==> config.mk <==
export PLATFORM = sky130hd
export DESIGN_NAME = mac_top
export DESIGN_NICKNAME = d
export VERILOG_FILES = /design/src/mac_alu.v /design/src/mac_top.v
export VERILOG_INCLUDE_DIRS = /design/src /design/src/src
export SDC_FILE = /design/constraint.sdc
export NUM_CORES = 2
export LEC_CHECK = 0
export BUFFER_PORTS_ARGS = -buffer_cell sky130_fd_sc_hd__buf_2
export CAP_MARGIN = 20
export CORE_UTILIZATION = 35
export CTS_BUF_LIST = sky130_fd_sc_hd__clkbuf_2 sky130_fd_sc_hd__clkbuf_4 sky130_fd_sc_hd__clkbuf_8
export DETAILED_ROUTE_END_ITERATION = 10
export SYNTH_ARGS = -nofsm -noshare
export SYNTH_HDL_FRONTEND = slang
export SYNTH_SLANG_ARGS = --single-unit
==> constraint.sdc <==
create_clock -name core_clk_i -period 225.5 [get_ports core_clk_i]
set_input_delay 45.1 -clock core_clk_i [delete_from_list [all_inputs] [get_ports core_clk_i]]
set_output_delay 45.1 -clock core_clk_i [all_outputs]
set_load 0.03 [all_outputs]
==> src/mac_consts.vh <==
// Register offsets, field positions, reset values and timing counts for the math accelerator
`ifndef MAC_CONSTS_VH
`define MAC_CONSTS_VH

// Register indices; the AXI4-Lite byte address is four times the index
`define MAC_OFF_SHIFT_NORM_CTRL 8'hd1
`define MAC_OFF_STATUS_CTRL     8'hd2
`define MAC_OFF_OPERAND_A       8'hd3
`define MAC_OFF_OPERAND_B       8'hd4
`define MAC_OFF_ACCUM           8'hd5
`define MAC_ADDR_W              8

// Shift / normalize control fields
`define MAC_SNC_LSHIFT          7
`define MAC_SNC_NORM            6
`define MAC_SNC_CNT_HI          4
`define MAC_SNC_CNT_LO          0

// Status / control fields
`define MAC_STC_ACTIVE          7
`define MAC_STC_OVF             6
`define MAC_STC_CLR_ACC         4

`define MAC_SNC_RESET           8'h00

// Machine cycle is 4 core clocks
`define MAC_CLK_PER_MC          4
`define MAC_DIV_MC              9
`define MAC_MUL_MC              6
`define MAC_SHF_MC              9

// AXI responses
`define MAC_RESP_OKAY           2'b00
`define MAC_RESP_SLVERR         2'b10

`endif

==> src/mac_alu.v <==
// Combinational arithmetic unit: divide, multiply, shift and normalize
`timescale 1ns/1ps
`default_nettype none
`include "mac_consts.vh"

module mac_alu (
	// Operands
	input  wire [31:0] op_a_i,
	input  wire [15:0] op_b_i,
	input  wire [7:0]  snc_i,
	// Results
	output reg  [31:0] quot_o,
	output reg  [15:0] rem_o,
	output reg  [31:0] prod_o,
	output reg  [31:0] shift_o,
	output reg  [31:0] norm_o,
	output reg  [4:0]  exp_o
);

	integer i;
	reg [4:0]  cnt;
	reg [31:0] rem_w;

	always @* begin
		cnt   = snc_i[`MAC_SNC_CNT_HI:`MAC_SNC_CNT_LO];
		rem_w = 32'h00000000;
		// Divide by zero returns all ones, remainder keeps dividend low half
		if (op_b_i == 16'h0000) begin
			quot_o = 32'hffffffff;
			rem_o  = op_a_i[15:0];
		end else begin
			quot_o = op_a_i / {16'h0000, op_b_i};
			rem_w  = op_a_i % {16'h0000, op_b_i};
			rem_o  = rem_w[15:0];
		end
		prod_o = {16'h0000, op_a_i[15:0]} * {16'h0000, op_b_i};
		if (snc_i[`MAC_SNC_LSHIFT])
			shift_o = op_a_i << cnt;
		else
			shift_o = op_a_i >> cnt;
		norm_o = op_a_i;
		exp_o  = 5'h00;
		for (i = 0; i < 31; i = i + 1) begin
			if (!norm_o[31] && norm_o != 32'h00000000) begin
				norm_o = norm_o << 1;
				exp_o  = exp_o + 5'h01;
			end
		end
	end

endmodule // mac_alu
`default_nettype wire

==> src/mac_top.v <==
// Math accelerator with 40-bit accumulator behind an AXI4-Lite slave
//
// Added by the designer: the AXI4-Lite register port.
`timescale 1ns/1ps
`default_nettype none
`include "mac_consts.vh"

module mac_top #(
	parameter CLK_HZ = 20000000
) (
	// Clock and reset
	input  wire        core_clk_i,
	input  wire        resetn_i,
	// AXI4-Lite write address
	input  wire [31:0] s_axi_awaddr_i,
	input  wire        s_axi_awvalid_i,
	output reg         s_axi_awready_o,
	// AXI4-Lite write data
	input  wire [31:0] s_axi_wdata_i,
	input  wire [3:0]  s_axi_wstrb_i,
	input  wire        s_axi_wvalid_i,
	output reg         s_axi_wready_o,
	// AXI4-Lite write response
	output reg  [1:0]  s_axi_bresp_o,
	output reg         s_axi_bvalid_o,
	input  wire        s_axi_bready_i,
	// AXI4-Lite read address
	input  wire [31:0] s_axi_araddr_i,
	input  wire        s_axi_arvalid_i,
	output reg         s_axi_arready_o,
	// AXI4-Lite read data
	output reg  [31:0] s_axi_rdata_o,
	output reg  [1:0]  s_axi_rresp_o,
	output reg         s_axi_rvalid_o,
	input  wire        s_axi_rready_i,
	// Status
	output reg         busy_o
);

	// Counts reach 36, so the counter needs six bits
	localparam integer DIV_CLK_I = `MAC_DIV_MC * `MAC_CLK_PER_MC;
	localparam integer MUL_CLK_I = `MAC_MUL_MC * `MAC_CLK_PER_MC;
	localparam integer SHF_CLK_I = `MAC_SHF_MC * `MAC_CLK_PER_MC;
	localparam [5:0]   DIV_CLK   = DIV_CLK_I[5:0];
	localparam [5:0]   MUL_CLK   = MUL_CLK_I[5:0];
	localparam [5:0]   SHF_CLK   = SHF_CLK_I[5:0];

	// Sequencer states
	localparam [3:0] ST_IDLE = 4'h0;
	localparam [3:0] ST_A1   = 4'h1;
	localparam [3:0] ST_A2   = 4'h2;
	localparam [3:0] ST_A3   = 4'h3;
	localparam [3:0] ST_A4   = 4'h4;
	localparam [3:0] ST_DB1  = 4'h5;
	localparam [3:0] ST_MB1  = 4'h6;
	localparam [3:0] ST_MB2  = 4'h7;
	localparam [3:0] ST_MA1  = 4'h8;
	localparam [3:0] ST_RUN  = 4'h9;
	localparam [3:0] ST_BAD  = 4'ha;

	// Operation kinds
	localparam [2:0] OP_NONE = 3'h0;
	localparam [2:0] OP_DIV  = 3'h1;
	localparam [2:0] OP_MUL  = 3'h2;
	localparam [2:0] OP_SHF  = 3'h3;
	localparam [2:0] OP_NRM  = 3'h4;

	function [7:0] byte_of;
		input [39:0] v;
		input [2:0]  idx;
		begin
			byte_of = v[idx*8 +: 8];
		end
	endfunction

	////////////////////////////////////////////////////////////////////////////
	// Storage

	reg  [3:0]  state;
	reg  [2:0]  op;
	reg  [5:0]  run_cnt;
	reg  [31:0] reg_a;
	reg  [15:0] reg_b;
	reg  [7:0]  snc;
	reg  [39:0] acc;
	reg         ovf;
	reg  [1:0]  a_idx;
	reg         b_idx;
	reg  [2:0]  c_idx;
	reg         aw_held;
	reg         w_held;
	reg  [7:0]  aw_addr;
	reg  [31:0] w_data;
	reg  [3:0]  w_strb;

	wire [31:0] quot;
	wire [15:0] rem;
	wire [31:0] prod;
	wire [31:0] shf;
	wire [31:0] nrm;
	wire [4:0]  nexp;

	mac_alu u_alu (
		.op_a_i  (reg_a),
		.op_b_i  (reg_b),
		.snc_i   (snc),
		.quot_o  (quot),
		.rem_o   (rem),
		.prod_o  (prod),
		.shift_o (shf),
		.norm_o  (nrm),
		.exp_o   (nexp)
	);

	////////////////////////////////////////////////////////////////////////////
	// Bus handshake

	wire       wr_go = (aw_held || (s_axi_awvalid_i && s_axi_awready_o)) &&
	                   (w_held || (s_axi_wvalid_i && s_axi_wready_o)) && !s_axi_bvalid_o;
	// Word addressed: index sits in bits 9:2, misaligned addresses miss
	wire [7:0] wr_addr = aw_held ? aw_addr : s_axi_awaddr_i[9:2];
	wire [31:0] wr_dat = w_held ? w_data : s_axi_wdata_i;
	wire       wr_lane = w_held ? w_strb[0] : s_axi_wstrb_i[0];
	wire       aw_hit  = (s_axi_awaddr_i[31:10] == 22'h000000) && (s_axi_awaddr_i[1:0] == 2'b00);
	reg        aw_ok;
	// Address taken this edge has no registered hit yet
	wire       wr_ok   = aw_held ? aw_ok : aw_hit;
	wire [7:0] wbyte = wr_dat[7:0];
	wire       rd_go = s_axi_arvalid_i && s_axi_arready_o;
	wire [7:0] rd_addr = s_axi_araddr_i[9:2];
	wire       rd_hi_ok = (s_axi_araddr_i[31:10] == 22'h000000) && (s_axi_araddr_i[1:0] == 2'b00);
	wire       busy = (state == ST_RUN);

	// Port accesses that count as sequencing events; other offsets pass through
	wire wr_en = wr_go && wr_lane && wr_ok;
	wire wa = wr_en && wr_addr == `MAC_OFF_OPERAND_A;
	wire wb = wr_en && wr_addr == `MAC_OFF_OPERAND_B;
	wire wc = wr_en && wr_addr == `MAC_OFF_ACCUM;
	wire wn = wr_en && wr_addr == `MAC_OFF_SHIFT_NORM_CTRL;
	wire ws = wr_en && wr_addr == `MAC_OFF_STATUS_CTRL;
	wire ra = rd_go && rd_hi_ok && rd_addr == `MAC_OFF_OPERAND_A;
	wire rb = rd_go && rd_hi_ok && rd_addr == `MAC_OFF_OPERAND_B;
	wire rc = rd_go && rd_hi_ok && rd_addr == `MAC_OFF_ACCUM;

	// Software clearing the busy bit restarts the sequencer
	wire restart = ws && !wbyte[`MAC_STC_ACTIVE];

	////////////////////////////////////////////////////////////////////////////
	// Sequencer and datapath

	reg [39:0] sum;
	always @* begin
		sum = acc;
		if (op == OP_DIV)
			sum = acc + {8'h00, quot};
		else if (op == OP_MUL)
			sum = acc + {8'h00, prod};
	end

	always @(posedge core_clk_i or negedge resetn_i) begin
		if (!resetn_i) begin
			state   <= ST_IDLE;
			op      <= OP_NONE;
			run_cnt <= 6'h00;
			reg_a   <= 32'h00000000;
			reg_b   <= 16'h0000;
			snc     <= `MAC_SNC_RESET;
			acc     <= 40'h0000000000;
			ovf     <= 1'b0;
			a_idx   <= 2'h0;
			b_idx   <= 1'b0;
			c_idx   <= 3'h0;
			busy_o  <= 1'b0;
		end else begin
			if (restart) begin
				state <= ST_IDLE;
				op    <= OP_NONE;
				a_idx <= 2'h0;
				b_idx <= 1'b0;
				busy_o <= 1'b0;
				if (wbyte[`MAC_STC_CLR_ACC])
					acc <= 40'h0000000000;
			end else begin
				case (state)
				ST_IDLE: begin
					if (wa) begin
						reg_a <= {24'h000000, wbyte};
						state <= ST_A1;
					end else if (wb) begin
						reg_b <= {8'h00, wbyte};
						state <= ST_MB1;
					end else if (wn) begin
						state <= ST_BAD;
					end
				end
				ST_A1: begin
					if (wa) begin
						reg_a[15:8] <= wbyte;
						state <= ST_A2;
					end else if (wb || wn) begin
						state <= ST_BAD;
					end
				end
				ST_A2: begin
					if (wa) begin
						reg_a[23:16] <= wbyte;
						state <= ST_A3;
					end else if (wb) begin
						// 16-bit numerator: A holds only two bytes
						reg_b <= {8'h00, wbyte};
						state <= ST_DB1;
					end else if (wn) begin
						state <= ST_BAD;
					end
				end
				ST_A3: begin
					if (wa) begin
						reg_a[31:24] <= wbyte;
						state <= ST_A4;
					end else if (wb || wn) begin
						state <= ST_BAD;
					end
				end
				ST_A4: begin
					if (wb) begin
						reg_b <= {8'h00, wbyte};
						state <= ST_DB1;
					end else if (wn) begin
						snc     <= wbyte;
						op      <= wbyte[`MAC_SNC_NORM] ? OP_NRM : OP_SHF;
						run_cnt <= SHF_CLK;
						busy_o  <= 1'b1;
						state   <= ST_RUN;
					end else if (wa) begin
						state <= ST_BAD;
					end
				end
				ST_DB1: begin
					if (wb) begin
						reg_b[15:8] <= wbyte;
						op      <= OP_DIV;
						run_cnt <= DIV_CLK;
						busy_o  <= 1'b1;
						state   <= ST_RUN;
					end else if (wa || wn) begin
						state <= ST_BAD;
					end
				end
				ST_MB1: begin
					if (wb) begin
						reg_b[15:8] <= wbyte;
						state <= ST_MB2;
					end else if (wa || wn) begin
						state <= ST_BAD;
					end
				end
				ST_MB2: begin
					if (wa) begin
						reg_a <= {24'h000000, wbyte};
						state <= ST_MA1;
					end else if (wb || wn) begin
						state <= ST_BAD;
					end
				end
				ST_MA1: begin
					if (wa) begin
						reg_a[15:8] <= wbyte;
						op      <= OP_MUL;
						run_cnt <= MUL_CLK;
						busy_o  <= 1'b1;
						state   <= ST_RUN;
					end else if (wb || wn) begin
						state <= ST_BAD;
					end
				end
				ST_RUN: begin
					if (wa || wb || wc || ra || rb || rc) begin
						state <= ST_BAD;
					end else if (run_cnt == 6'h01) begin
						// Results land in A/B the same edge busy drops
						busy_o <= 1'b0;
						a_idx  <= 2'h3;
						b_idx  <= 1'b1;
						state  <= ST_IDLE;
						acc    <= sum;
						ovf    <= (op == OP_DIV || op == OP_MUL) && (sum < acc);
						case (op)
						OP_DIV: begin
							reg_a <= quot;
							reg_b <= rem;
						end
						OP_MUL: reg_a <= prod;
						OP_SHF: reg_a <= shf;
						OP_NRM: begin
							reg_a <= nrm;
							snc[`MAC_SNC_CNT_HI:`MAC_SNC_CNT_LO] <= nexp;
						end
						default: reg_a <= reg_a;
						endcase
					end else begin
						run_cnt <= run_cnt - 6'h01;
					end
				end
				ST_BAD: begin
					// Corrupted: stays busy until software clears it
					busy_o <= 1'b1;
				end
				default: state <= ST_IDLE;
				endcase
				// Any data port read or accumulator write while operands are half loaded is out of order
				if (state != ST_IDLE && state != ST_RUN && state != ST_BAD && (ra || rb || rc || wc))
					state <= ST_BAD;
				// Result readback walks bytes MSB first
				if (state != ST_RUN) begin
					if (ra)
						a_idx <= a_idx - 2'h1;
					if (rb)
						b_idx <= ~b_idx;
				end
				if (!busy) begin
					if (wc) begin
						acc[c_idx*8 +: 8] <= wbyte;
						c_idx <= (c_idx == 3'h4) ? 3'h0 : c_idx + 3'h1;
					end else if (rc) begin
						c_idx <= (c_idx == 3'h0) ? 3'h4 : c_idx - 3'h1;
					end
				end
				if (wn && state != ST_A4 && state != ST_RUN)
					snc <= wbyte;
			end
		end
	end

	////////////////////////////////////////////////////////////////////////////
	// AXI4-Lite slave

	reg [7:0] rd_byte;
	always @* begin
		rd_byte = 8'h00;
		case (rd_addr)
		`MAC_OFF_SHIFT_NORM_CTRL: rd_byte = snc;
		`MAC_OFF_STATUS_CTRL:     rd_byte = {busy_o, ovf, 6'h00};
		`MAC_OFF_OPERAND_A:       rd_byte = byte_of({8'h00, reg_a}, {1'b0, a_idx});
		`MAC_OFF_OPERAND_B:       rd_byte = byte_of({24'h000000, reg_b}, {2'b00, b_idx});
		`MAC_OFF_ACCUM:           rd_byte = byte_of(acc, (c_idx == 3'h0) ? 3'h4 : c_idx - 3'h1);
		default:                  rd_byte = 8'h00;
		endcase
	end

	wire rd_mapped = rd_hi_ok && rd_addr >= `MAC_OFF_SHIFT_NORM_CTRL && rd_addr <= `MAC_OFF_ACCUM;
	wire wr_mapped = wr_addr >= `MAC_OFF_SHIFT_NORM_CTRL && wr_addr <= `MAC_OFF_ACCUM;

	always @(posedge core_clk_i or negedge resetn_i) begin
		if (!resetn_i) begin
			s_axi_awready_o <= 1'b0;
			s_axi_wready_o  <= 1'b0;
			s_axi_bvalid_o  <= 1'b0;
			s_axi_bresp_o   <= `MAC_RESP_OKAY;
			s_axi_arready_o <= 1'b0;
			s_axi_rvalid_o  <= 1'b0;
			s_axi_rresp_o   <= `MAC_RESP_OKAY;
			s_axi_rdata_o   <= 32'h00000000;
			aw_held <= 1'b0;
			w_held  <= 1'b0;
			aw_addr <= 8'h00;
			aw_ok   <= 1'b0;
			w_data  <= 32'h00000000;
			w_strb  <= 4'h0;
		end else begin
			s_axi_awready_o <= !aw_held && !s_axi_awready_o && !s_axi_bvalid_o && !wr_go;
			s_axi_wready_o  <= !w_held && !s_axi_wready_o && !s_axi_bvalid_o && !wr_go;
			if (s_axi_awvalid_i && s_axi_awready_o) begin
				aw_addr <= s_axi_awaddr_i[9:2];
				aw_ok   <= aw_hit;
				aw_held <= !wr_go;
			end else if (wr_go) begin
				aw_held <= 1'b0;
			end
			if (s_axi_wvalid_i && s_axi_wready_o) begin
				w_data <= s_axi_wdata_i;
				w_strb <= s_axi_wstrb_i;
				w_held <= !wr_go;
			end else if (wr_go) begin
				w_held <= 1'b0;
			end
			if (wr_go) begin
				s_axi_bvalid_o <= 1'b1;
				s_axi_bresp_o  <= (wr_ok && wr_mapped) ? `MAC_RESP_OKAY : `MAC_RESP_SLVERR;
			end else if (s_axi_bready_i) begin
				s_axi_bvalid_o <= 1'b0;
			end
			s_axi_arready_o <= !s_axi_arready_o && !s_axi_rvalid_o && s_axi_arvalid_i;
			if (rd_go) begin
				s_axi_rvalid_o <= 1'b1;
				s_axi_rdata_o  <= {24'h000000, rd_mapped ? rd_byte : 8'h00};
				s_axi_rresp_o  <= rd_mapped ? `MAC_RESP_OKAY : `MAC_RESP_SLVERR;
			end else if (s_axi_rready_i) begin
				s_axi_rvalid_o <= 1'b0;
			end
		end
	end

endmodule // mac_top
`default_nettype wire

==> impl_results.md <==
* Status: finished clean
* Vias in the first global route at 55400
* Root Buffer: clkbuf_8
* Worst setup margin at 112.60 ns
* Final period util at between 50% and 60%
* Pre-CTS WS at approximately 110 ns
* GRT Util Overall at 26.4%
* Arrival time of the worst setup path at 113.36 ns
* Drt total wl at 223000 um
* # DRC at 0
* Synthesized area at 0.0563 sq mm
* Final Hold Fails at 0
* Die Y at between 400 and 500 um
* Worst-path fanout max at 33
* Most frequent cells after synthesis: 894 x nand2_1, 668 x nor2_1, 642 x ha_1, 563 x a21oi_1, 468 x o21ai_0
* WP buf/inv at 17
* Crit-path most repeated cell: o21a_1
* First-pass GRT wire length at around 340000 um
* Final #Nets at 8524
* HP Class: reg -> reg
* Sequential area share after synthesis at under 10%
* Least-Margin Pin Slew at 1.34 ns
* CP max stage delay at 0.80 ns
* Tmin final at 112.90 ns
* Vias per cell at 6.10
* Critical path's top delay family: compound AO/OA/AOI/OAI gates
* DR iter-0 viols at 6117
* Die Area at 0.162 sq mm
* CP Class: reg -> reg
* Synth async-reset ratio at 100%
* Post-synth EDFFs at 0
* Largest net degree at the start of global routing at 68
* Worst EP required at 225.97 ns
* Worst Setup End Kind: flip-flop
* Netlist cell types at 123
* Post-synth top area share at 14.3%
* CTS tree: done
* Die W at 403 um
* Vias post-DR at 59400
* Unrepaired setup endpoints after global routing: no
* Core ar. at ~0.16 sq mm
* Number of max-cap violations at 0
* # rows at 146
* Avg WL per Cell at 22.9 um
* Area Overhead vs Synth at 5.77%
* Global route overflow at 0
* FF+latch count, synth at 152
* Fmax at 8.86 MHz
* First drt pass iteration count at 6
* Most common cell in the netlist: nand2_1
* CTS H-Tree Depth at 4
* Setup TNS at 0 ns
* Skew final at approximately 0.024 ns
* Top FF cell, synth: dfrtp_1
* Post-DP HPWL at 171000 um
* Mapped Cells at 7730
* Maximum clock path buffer count at 2
* Sink Count at 152
* Clk slew on worst S/H paths at approximately 0.10 ns
* Area leader, netlist: ha_1
* Final ANT Viol Nets at 0
* Layout cell share with drive strength beyond 1 at 9.41%
* Clk Latency, worst-skew pair at 0.60 ns
* Post-cts resize count at 0
* Synth top area cells: ha_1 14%, fa_1 7.0%, dfrtp_1 6.8%
* Initial Util at 35.4%
* Setup bufs post-CTS at 0
* Initial antenna violation count at 20
* I/O Buffers at 95
* Relative slew slack at 9.56%
* I/O pin cnt at 149
* GPL Wtd Cong at 1.01
* Ys Warns at 0
* Syn Area/Cell at 7.28 sq um
* Cts bufs inserted at 17
* Hold-fix buffers, CTS at 0
* Slowest CP cell: nor2_2
* Crit start category: flip-flop
* Final Setup Violations at 0
* Fin. max-slew vios at 0
[routing by layer]
metal  global-route usage (%)  routed length [um]  vias to the layer above
li1                         -                   -                    27800
met1                     35.7               97700                    28700
met2                     41.3               96300                     2410
met3                     4.89               19500                      468
met4                     10.3                9490                        6
met5                        0                  36                        -
[registers in the layout, summed over array words and instances (netlist names), 2 cells and up]
name and flops:
acc 40, reg_a 32, reg_b 16, aw_addr 8
s_axi_rdata_o 8, snc 8, w_data 8, run_cnt 6
state 4, c_idx 3, op 3, a_idx 2
[layout make-up]
| class | instances | area [sq um] |
|---|---|---|
| multi-input cells | 6700 | 49200 |
| flip-flops and latches | 152 | 3810 |
| clock inverters | 12 | 168 |
| clock buffers | 19 | 249 |
| inverters | 445 | 1670 |
| well taps | 2146 | 2690 |
| fillers | 16700 | 99600 |
| repair buffers | 262 | 1750 |
| diodes | 5 | 12.5 |
[worst reg2reg max path, delay by kind of cell, from the launching register on]
kind                       cells  cell delay [ns]
and+or+nand+nor               94            26.50
adders and majority gates     33            10.67
AOI/OAI and AO/OA            303            70.00
buffers and inverters         17             3.43
DFF                            1             0.43
xor gates and xnor gates       1             0.17
muxes                          5             1.65
[kinds of logic (layout without fill, tap and decap cells)]
logic type | Yosys count | after routing | synth area share [%]
buffers and inverters | 903 | 738 | 6.30
multiplexers | 530 | 530 | 10.9
adder cells (fa/ha/maj) | 841 | 841 | 21.3
other | 1 | 31 | 0.00666
flip-flops | 152 | 152 | 6.76
XOR/XNOR | 372 | 372 | 5.79
AND/OR/NAND/NOR | 2597 | 2597 | 21.7
AO/OA/AOI/OAI | 2334 | 2334 | 27.3
[layout by cell type (no fill, tap or decap), drive strengths merged, types with 133 or more instances in the layout]
cell   instances
o31ai        134
inv          443
nor2         669
ha           642
xnor2        263
fa           197
nor3         292
mux2         191
mux2i        295
nand3        133
o21ai        508
a21oi        566
nand2        897
buf          262
dfrtp        152
o21a         211
[per-stage QoR]
| step | instances | hold WS [ns] | util, % | cell area, sq um |
|---|---|---|---|---|
| after global placement | 9699 | 0.435 | 37.1 | 59100 |
| after floorplan | 7755 | 0.449 | - | 56400 |
| final | 9741 | 0.459 | 37.4 | 59600 |
| after CTS | 9731 | 0.460 | 37.4 | 59500 |
| after detailed placement | 9700 | 0.446 | 37.1 | 59100 |
| after global routing | 9737 | 0.496 | 37.4 | 59500 |
[final timing paths]
check | startpoint | endpoint | slack [ns] | cells past startpoint
worst max-delay path | reg_b[15] | ovf | 112.60 | 453
worst max register to register | reg_b[15] | ovf | 112.60 | 453
worst min-delay path | s_axi_rvalid_o | s_axi_arready_o | 0.46 | 1
min in group asynchronous | resetn_i | s_axi_bresp_o[1] | 44.47 | 1
worst min register to register | s_axi_rvalid_o | s_axi_arready_o | 0.46 | 1
max in group asynchronous | resetn_i | acc[32] | 179.06 | 3
Power is left out: the tool's default activity adds up to more than one toggle a clock period on the data nets, which glitch-free logic cannot reach.
